==> src/logic/tksem_pkg.sv <==
/*
  tksem_pkg: constants for the host-side token semaphore controller.
  Assumes one 250 MHz clock and an asynchronous dual-port RAM port outside.
*/
package tksem_pkg;
  localparam int unsigned CLK_PERIOD_NS = 4;
  // strobe widths in ns, least times, rounded up to whole cycles
  localparam int unsigned SETUP_NS = 10;
  localparam int unsigned WRITE_NS = 25;
  localparam int unsigned READ_NS = 30;
  localparam int unsigned GAP_NS = 10;
  localparam int unsigned SETUP_CYC =
    (SETUP_NS + CLK_PERIOD_NS - 1) / CLK_PERIOD_NS;
  localparam int unsigned WRITE_CYC =
    (WRITE_NS + CLK_PERIOD_NS - 1) / CLK_PERIOD_NS;
  localparam int unsigned READ_CYC =
    (READ_NS + CLK_PERIOD_NS - 1) / CLK_PERIOD_NS;
  localparam int unsigned GAP_CYC =
    (GAP_NS + CLK_PERIOD_NS - 1) / CLK_PERIOD_NS;
  localparam int unsigned CNT_W = 4;
  localparam int unsigned FLAG_COUNT = 8;
  localparam int unsigned INDEX_W = 3;
  // host command codes
  typedef enum logic [1:0] {
    TKSEM_CMD_ACQUIRE,
    TKSEM_CMD_RELEASE,
    TKSEM_CMD_POLL,
    TKSEM_CMD_INIT
  } tksem_cmd_type;
endpackage : tksem_pkg
==> src/logic/tksem_host.sv <==
/*
  tksem_host: drives one port's token semaphore pins of a dual-port RAM.
  Assumes pins are synchronous to mclk_in and the device meets the strobe
  widths in tksem_pkg; the RAM array itself is never selected.
*/
`timescale 1ns/100ps

module tksem_host #(
  parameter int unsigned DATA_W = 16
) (
  // clock and reset
  input wire logic mclk_in,
  input wire logic rst_b_in,
  // command port
  input wire logic cmd_valid_in,
  input wire tksem_pkg::tksem_cmd_type cmd_op_in,
  input wire logic [2:0] cmd_index_in,
  output logic cmd_ready_out,
  output logic done_out,
  output logic granted_out,
  // device pins
  output logic token_space_select_n_out,
  output logic chip_enable_n_out,
  output logic write_n_out,
  output logic out_enable_n_out,
  output logic [2:0] flag_index_out,
  output logic [DATA_W-1:0] data_out,
  output logic data_oe_out,
  input wire logic [DATA_W-1:0] data_in
);
  typedef enum logic [2:0] {
    TKSEM_IDLE, TKSEM_SETUP, TKSEM_WRITE, TKSEM_GAP, TKSEM_READ,
    TKSEM_DONE
  } tksem_state_type;

  typedef struct packed {
    tksem_state_type st;
    tksem_pkg::tksem_cmd_type op;
    logic [2:0] idx;
    logic [3:0] cnt;
    logic wval;
    logic done;
    logic grant;
  } tksem_regs_type;

  logic rst_m_r;
  logic rst_s_r;
  tksem_regs_type q_r;
  tksem_regs_type q_nxt;

  // reset release through two flops
  always_ff @(posedge mclk_in or negedge rst_b_in)
  begin
    if (!rst_b_in)
    begin
      rst_m_r <= 1'b0;
      rst_s_r <= 1'b0;
    end
    else
    begin
      rst_m_r <= 1'b1;
      rst_s_r <= rst_m_r;
    end
  end

  // sequencer: setup, write pulse, gap, then read with select+oe low for acquire; poll skips write and gap, release and init skip the read
  always_comb
  begin
    q_nxt = q_r;
    q_nxt.done = 1'b0;
    unique case (q_r.st)
      TKSEM_IDLE:
      begin
        if (cmd_valid_in)
        begin
          q_nxt.op = cmd_op_in;
          q_nxt.idx = cmd_index_in;
          // acquire requests with zero, release and init write one
          q_nxt.wval = (cmd_op_in != tksem_pkg::TKSEM_CMD_ACQUIRE);
          q_nxt.cnt = 4'(tksem_pkg::SETUP_CYC);
          q_nxt.st = TKSEM_SETUP;
        end
      end
      TKSEM_SETUP:
      begin
        if (q_r.cnt <= 4'h1)
        begin
          // a poll never writes, so a pending request is kept
          if (q_r.op == tksem_pkg::TKSEM_CMD_POLL)
          begin
            q_nxt.cnt = 4'(tksem_pkg::READ_CYC);
            q_nxt.st = TKSEM_READ;
          end
          else
          begin
            q_nxt.cnt = 4'(tksem_pkg::WRITE_CYC);
            q_nxt.st = TKSEM_WRITE;
          end
        end
        else
          q_nxt.cnt = q_r.cnt - 4'h1;
      end
      TKSEM_WRITE:
      begin
        if (q_r.cnt <= 4'h1)
        begin
          q_nxt.cnt = 4'(tksem_pkg::GAP_CYC);
          q_nxt.st = TKSEM_GAP;
        end
        else
          q_nxt.cnt = q_r.cnt - 4'h1;
      end
      TKSEM_GAP:
      begin
        // select dropped here, so the next read relatches
        if (q_r.cnt <= 4'h1)
        begin
          if (q_r.op == tksem_pkg::TKSEM_CMD_INIT &&
              q_r.idx != 3'h7)
          begin
            q_nxt.idx = q_r.idx + 3'h1;
            q_nxt.cnt = 4'(tksem_pkg::SETUP_CYC);
            q_nxt.st = TKSEM_SETUP;
          end
          else if (q_r.op == tksem_pkg::TKSEM_CMD_ACQUIRE)
          begin
            q_nxt.cnt = 4'(tksem_pkg::READ_CYC);
            q_nxt.st = TKSEM_READ;
          end
          else
            q_nxt.st = TKSEM_DONE;
        end
        else
          q_nxt.cnt = q_r.cnt - 4'h1;
      end
      TKSEM_READ:
      begin
        if (q_r.cnt <= 4'h1)
        begin
          // only bit zero is looked at; all bits carry the flag
          q_nxt.grant = ~data_in[0];
          q_nxt.st = TKSEM_DONE;
        end
        else
          q_nxt.cnt = q_r.cnt - 4'h1;
      end
      TKSEM_DONE:
      begin
        // idle is at least one cycle with select high between reads
        q_nxt.done = 1'b1;
        q_nxt.st = TKSEM_IDLE;
      end
      default:
        q_nxt.st = TKSEM_IDLE;
    endcase
    if (q_r.op == tksem_pkg::TKSEM_CMD_RELEASE &&
        q_r.st == TKSEM_DONE)
      q_nxt.grant = 1'b0;
  end

  always_ff @(posedge mclk_in or negedge rst_s_r)
  begin
    if (!rst_s_r)
    begin
      q_r <= '{st: TKSEM_IDLE, op: tksem_pkg::TKSEM_CMD_ACQUIRE,
               idx: 3'h0, cnt: 4'h0, wval: 1'b1,
               done: 1'b0, grant: 1'b0};
    end
    else
      q_r <= q_nxt;
  end

  // pin drive; chip enable kept high so the array stays untouched
  assign chip_enable_n_out = 1'b1;
  assign token_space_select_n_out = !(q_r.st == TKSEM_SETUP ||
    q_r.st == TKSEM_WRITE || q_r.st == TKSEM_READ);
  assign write_n_out = (q_r.st != TKSEM_WRITE);
  assign out_enable_n_out = (q_r.st != TKSEM_READ);
  assign flag_index_out = q_r.idx;
  assign data_out = {{(DATA_W-1){1'b0}}, q_r.wval};
  assign data_oe_out = (q_r.st == TKSEM_WRITE);
  assign cmd_ready_out = (q_r.st == TKSEM_IDLE);
  assign done_out = q_r.done;
  assign granted_out = q_r.grant;
endmodule : tksem_host

==> config.mk <==
export PLATFORM = sky130hd
export DESIGN_NAME = tksem_host
export DESIGN_NICKNAME = d
export VERILOG_FILES = /design/src/logic/tksem_pkg.sv /design/src/logic/tksem_host.sv
export SDC_FILE = /design/constraint.sdc
export NUM_CORES = 1
export LEC_CHECK = 0
export ABC_CLOCK_PERIOD_IN_PS = 1450
export BUFFER_PORTS_ARGS = -buffer_cell sky130_fd_sc_hd__clkbuf_2
export CAP_MARGIN = 10
export CORE_ASPECT_RATIO = 1.75
export CORE_MARGIN = 4
export CORE_UTILIZATION = 45
export DETAILED_ROUTE_END_ITERATION = 16
export GPL_ROUTABILITY_DRIVEN = 0
export PLACE_DENSITY = 0.8
export SLEW_MARGIN = 20
export SYNTH_ARGS = -nofsm -noshare
export SYNTH_HDL_FRONTEND = slang
export SYNTH_SLANG_ARGS = --single-unit
export TNS_END_PERCENT = 10
==> constraint.sdc <==
create_clock -name mclk_in -period 1.45 [get_ports mclk_in]
set_input_delay 0 -clock mclk_in [delete_from_list [all_inputs] [get_ports mclk_in]]
set_output_delay 0 -clock mclk_in [all_outputs]
set_load 0.02 [all_outputs]
=== Yosys cells after proc, flatten, opt, wreduce, memory -nomap -nowiden ===
Cells that the tools add are included.

* Muxes and demuxes: 24
* Equal/unequal tests: 19
* Add/subtract/negate cells: 2
* Bitwise gates (word level): 1
* $lt $le $gt $ge: 1
* Reductions and logical operators: 17

{| class="wikitable"
|+ Operators by type and width
! operator !! number
|-
| 2-to-1 mux 4 bit || 7
|-
| 2-to-1 mux 3 bit || 8
|-
| case mux 4 bit (5 select lines) || 1
|-
| case mux 3 bit (5 select lines) || 1
|-
| 2-to-1 mux 13 bit || 1
|-
| inequality test 2 bit, second input constant || 6
|-
| AND reduction 4 bit || 2
|-
| nonzero test 2 bit || 4
|-
| == test 3 x 2 -> 1 bit, second input constant || 2
|-
| == test 3 bit, second input constant || 2
|-
| inequality test 3 bit, second input constant || 2
|-
| case mux 3 bit (2 select lines) || 1
|-
| 2-to-1 mux 1 bit || 5
|-
| AND reduction 5 bit || 1
|-
| nonzero test 5 bit || 1
|-
| == test 2 bit, second input constant || 2
|-
| <= comparator 4 x 1 -> 1 bit, second input constant || 1
|-
| inequality test 4 bit, second input constant || 1
|-
| AND reduction 2 bit || 2
|-
| subtractor 4 x 1 -> 4 bit, second input constant || 1
|-
| adder 3 x 1 -> 3 bit, second input constant || 1
|-
| == test 3 x 1 -> 1 bit, second input constant || 1
|-
| zero test 3 bit || 1
|-
| inequality test 3 x 2 -> 1 bit, second input constant || 1
|-
| other kinds (7) || 9
|}

* Output and inout port bits: 27
* Logic and storage cells: 73
* Register bits: 17

=== Logic depth before layout (Yosys ltp) ===
* Depth after elaboration: 5
* Depth in mapped cells: 7
* Depth with buffers taken out: 7

=== Least setup slack after synthesis ===
No wires, ideal clock.

* Path kind: register to register
* Start: register q_r[12] (netlist name)
* End: register q_r[10] (netlist name)
* Setup slack: -0.419 ns
* Path buffers: 1
* Data required time: 1.325 ns
* Library setup time: 0.125 ns
* Arrival time: 1.744 ns
* Stages on the path, launching flop included: 5
* Period minus slack after synthesis: 1.869 ns
* Cells stage by stage: dfrtp_1 > buf_2 > nor3_1 > nand2_1 > mux2_2

* Word-level cells in the longest chain between the ends: 2

{| class="wikitable"
|+ RTL lines
! item !! RTL line !! source
|-
| start: declaration || tksem_host.sv:48 || <nowiki>tksem_regs_type q_r;</nowiki>
|-
| start signal: assignment || tksem_host.sv:165 || <nowiki>q_r <= '{st: TKSEM_IDLE, op: tksem_pkg::TKSEM_CMD_ACQUIRE,</nowiki>
|-
| start signal: assignment || tksem_host.sv:170 || <nowiki>q_r <= q_nxt;</nowiki>
|-
| zero test 3 bit || - ||
|-
| named net cmd_ready_out || tksem_host.sv:18 || <nowiki>output logic cmd_ready_out,</nowiki>
|-
| AND reduction 2 bit (no source line) || - ||
|}

The timed path passes the listed nets, and every way through them passes these cells.
A chain may end at the register's enable or synchronous reset.

=== Worst setup path in the final report ===
* Start: register q_r, in the netlist flag_index_out[1]
* End: register q_r[4] (netlist name)

* Word-level cells in the longest chain between the ends: 5

{| class="wikitable"
|+ RTL lines
! item !! RTL line !! source
|-
| inequality test 3 bit * || tksem_host.sv:119 || <nowiki>q_r.idx != 3'h7)</nowiki>
|-
| logical AND 1 bit * || tksem_host.sv:118 || <nowiki>if (q_r.op == tksem_pkg::TKSEM_CMD_INIT &&</nowiki>
|-
| 2-to-1 mux 4 bit || tksem_host.sv:118 ||
|-
| 2-to-1 mux 4 bit || tksem_host.sv:116 || <nowiki>if (q_r.cnt <= 4'h1)</nowiki>
|-
| case mux 4 bit (5 select lines) || tksem_host.sv:71 || <nowiki>unique case (q_r.st)</nowiki>
|}

Mark *: on every way between the ends. The rest lies on a longest branch, timed or not.

==> metrics.txt <==
IO Pins=~50; RSZ-0062 raised after global routing=yes; reg-to-reg slack, setup=-0.41 ns; net switching power=2.10 mW; grt met1 use=around a fifth; Yosys reg bits=17; PD cells=around 2600 nW/um2; yosys warns=0; H-tree levels=1; initial antenna violation count=0; met3 Usage GRT=under 10%; slowest stage delay, CP=between 0.3 and 0.4 ns; Slew HR=~56%; Die Y=around 78 um; CTS tree=built; Sw Share=a little under half; hold path cells=2; # DRC=0; CTS root buf=clkbuf_8; total via count in the routed design=~1300; Worst Tran Pin Value=0.665 ns; vias in the first global route=1331; Remaining Overflow, GRT=0; r2r worst-path depth=7; final core occ=approximately 64%; post-route ant nets=0; worst slack, placed=-0.392 ns; failing checks=setup timing; Worst path slowest cell=dfrtp_1; Max FO, Critical Path=3; Vias/cell=about 5.6; final critical-path required period=around 1.9 ns; Setup-failing EPs final=10; largest net degree at the start of global routing=16; fin. max-slew vios=0; hold path startpoint=cmd_op_in[1]; cell count after synthesis=about 150; Final Hold Viols=0; first-pass GRT wire length=around 5.7 mm; final wirelength=3.56 mm; Synth Cell Area=roughly 1300 um2; DP HPWL=~2.6 mm; PortBufs=19; status=complete, but fails checks; DR iter-0 viols=24; Worst Skew=around 0.014 ns; crit path kind=reg -> reg; CTS clk-pin slew, worst paths=0.08 ns; layout cell share with drive strength beyond 1=45.5%; area of the core=between 2000 and 3000 um2; first-pass iteration count of the detailed router=7; width of the die=48.3 um; CP Cell Sequence=ha_2 -> ha_2 -> and3b_2 -> nand2b_1 -> o221ai_1 -> o21ai_0 -> a31o_1; synthesized area per cell=about 8.6 um2; WL/cell=approximately 16 um; GR peak layer=met2; Flop pwr share=19.8%; CTS Buf Count=3; RR Endpoint=q_r[4]; Critical Path RT=roughly 1.6 ns; startpoint types=flop; CP Capture Type=flop; setup ws final=-0.412 ns; worst r2r src=flag_index_out[1]; Critical Path AT=roughly 2.0 ns; HP Class=in -> reg; VDD IR-drop max=~1500 uV; Logic pwr share=between 70 and 80%; hold endpoint=q_r[11]; Starting Density=between 40% and 50%; Layout area overhead=37.2%; nets=229; final worst path period share=128%; clock power share=about 8.1%; sequential-to-total area share from yosys stat=around 33%; max cap viols=0; grt met2 use=36.4%; Row Count=25; Peak Freq=0.537 GHz; Worst-Skew Late Latency=around 0.27 ns; Die ar.=roughly 3800 um2; Cell variety after synth=43; # clock sinks=17; ant diodes=0; total track usage=about a fifth; Most Frequent Cell on Critical Path=ha_2; Clock Tree Buf Depth=2; Pint=roughly 2.5 mW; leakage power=about 0.84 nW
==> sequential cells by signal, summed over array words and instances (netlist names) <==
register        count
rst_s_r             1
flag_index_out      3
data_out            1
done_out            1
q_r                 9
granted_out         1
rst_m_r             1
==> timing repair <==
item | in CTS | in global routing
cloned | 0 | 0
pin swaps | 1 | 5
resized for setup | 19 | 18
setup buffers | 1 | 1
endpoints found under the setup margin | 18 | 18
hold buffers | 4 | 0
endpoints found under the hold margin | 5 | 0
==> Yosys cell counts <==
cell type / number / area, um2
dfrtp_1: 16 / 400
dfstp_2: 1 / 26.3
nand2_1: 11 / 41.3
nor3b_2: 1 / 12.5
o21ai_1: 2 / 10.0
inv_1: 9 / 33.8
o21ai_0: 10 / 50.1
o221ai_1: 1 / 8.76
a22oi_1: 1 / 7.51
nor3_1: 4 / 20.0
a31o_1: 1 / 8.76
nor2_2: 2 / 12.5
o221a_1: 1 / 11.3
a21boi_1: 1 / 7.51
o311a_1: 1 / 10.0
conb_1: 2 / 7.51
nor2_1: 11 / 41.3
a221oi_4: 1 / 26.3
a221oi_1: 1 / 8.76
o21ai_2: 1 / 8.76
a211o_1: 1 / 8.76
buf_6: 1 / 11.3
a21oi_1: 7 / 35.0
nor2b_1: 2 / 12.5
a2111o_1: 1 / 11.3
and3b_1: 1 / 8.76
or2_1: 1 / 6.26
nor2_4: 1 / 11.3
or2_2: 1 / 6.26
nor3_2: 1 / 10.0
xnor2_1: 3 / 26.3
nand4b_1: 1 / 8.76
nand2b_1: 1 / 6.26
a2bb2oi_1: 1 / 8.76
o22ai_1: 2 / 12.5
buf_4: 20 / 150
mux2_2: 4 / 45.0
buf_2: 4 / 20.0
nand3b_1: 1 / 7.51
nor4_1: 3 / 18.8
a31oi_1: 3 / 18.8
ha_1: 4 / 50.1
nand3_1: 6 / 30.0
==> power groups by stage <==
| stage | Sequential [mW] | Combinational [mW] | Clock, mW |
|---|---|---|---|
| finish | 0.914 | 3.33 | 0.376 |
| global route | 0.935 | 3.63 | 0.405 |
| CTS | 0.899 | 3.06 | 0.381 |
| detailed placement | 0.902 | 2.85 | 0 |
| global placement | 0.886 | 2.76 | 0 |
| floorplan | 0.878 | 1.84 | 0 |
==> layer usage <==
| metal | wire length (um) | vias up |
|---|---|---|
| met4 | 253 | 0 |
| li1 | - | 588 |
| met3 | 102 | 22 |
| met1 | 1140 | 614 |
| met2 | 2060 | 41 |
| met5 | 0 | - |
==> critical path: cells and delay by family (launching register included) <==
kind,cells,cell delay (ns)
adder cells (fa/ha/maj),2,0.33
flip-flops,1,0.39
AO/OA/AOI/OAI,3,0.60
AND/OR/NAND/NOR,2,0.41
==> cells in the final DEF (no fill, tap or decap), types with 2 or more instances in the layout <==
cell / count
inv_1: 8
nor2_2: 3
o21ai_2: 3
clkbuf_8: 3
nor3_1: 3
o21ai_0: 9
nor2b_1: 2
a21oi_1: 6
buf_6: 3
nor2_4: 3
nand2_1: 8
dfrtp_1: 14
nor2_1: 8
mux2_2: 4
ha_2: 3
buf_4: 34
dfrtp_2: 2
a31oi_1: 3
xnor2_1: 3
nand2_4: 2
conb_1: 17
nand3_1: 6
clkbuf_2: 16
o22ai_1: 2
nor4_1: 3
dlygate4sd3_1: 4
==> logic make-up (layout without fill, tap and decap cells) <==
family,count (synthesis),in the layout,share of synthesized area (%)
other,2,17,0.588
XOR/XNOR,3,3,2.06
buffers and inverters,34,71,16.8
AND/OR/NAND/NOR,48,48,19.9
AO/OA/AOI/OAI,36,36,19.8
multiplexers,4,4,3.53
adder cells (fa/ha/maj),4,4,3.92
flip-flops,17,17,33.4
==> worst max path at each step <==
stage	start	to	slack [ns]
3_3_place_gp	flag_index_out[0]	q_r[5]	-0.33
2_1_floorplan	flag_index_out[0]	q_r[5]	-0.32
4_1_cts	flag_index_out[1]	q_r[5]	-0.40
5_1_grt	flag_index_out[1]	q_r[4]	-0.52
6_report	flag_index_out[1]	q_r[4]	-0.41
3_5_place_dp	flag_index_out[1]	q_r[5]	-0.39
==> through the flow <==
step                hold slack (ns)  TNS (ns)  cell area (um2)  std cells  power [mW]
floorplan                    -0.296     -2.16             1340        163        2.72
global placement             -0.215     -2.70             1540        217        3.64
detailed placement           -0.213     -3.33             1540        217        3.75
CTS                          0.0130     -2.50             1680        226        4.34
global route                 0.0204     -3.89             1750        227        4.97
finish                       0.0114     -2.65             1750        227        4.62
==> cell type report <==
type | instances | area, um2
multi-input combinational | 112 | 783
fill | 199 | 968
inverter | 9 | 36.3
clock inverter | 1 | 5.00
timing repair buffer | 58 | 424
sequential | 17 | 429
tap | 27 | 33.8
clock buffer | 3 | 41.3
(Power assumes the default switching activity.)
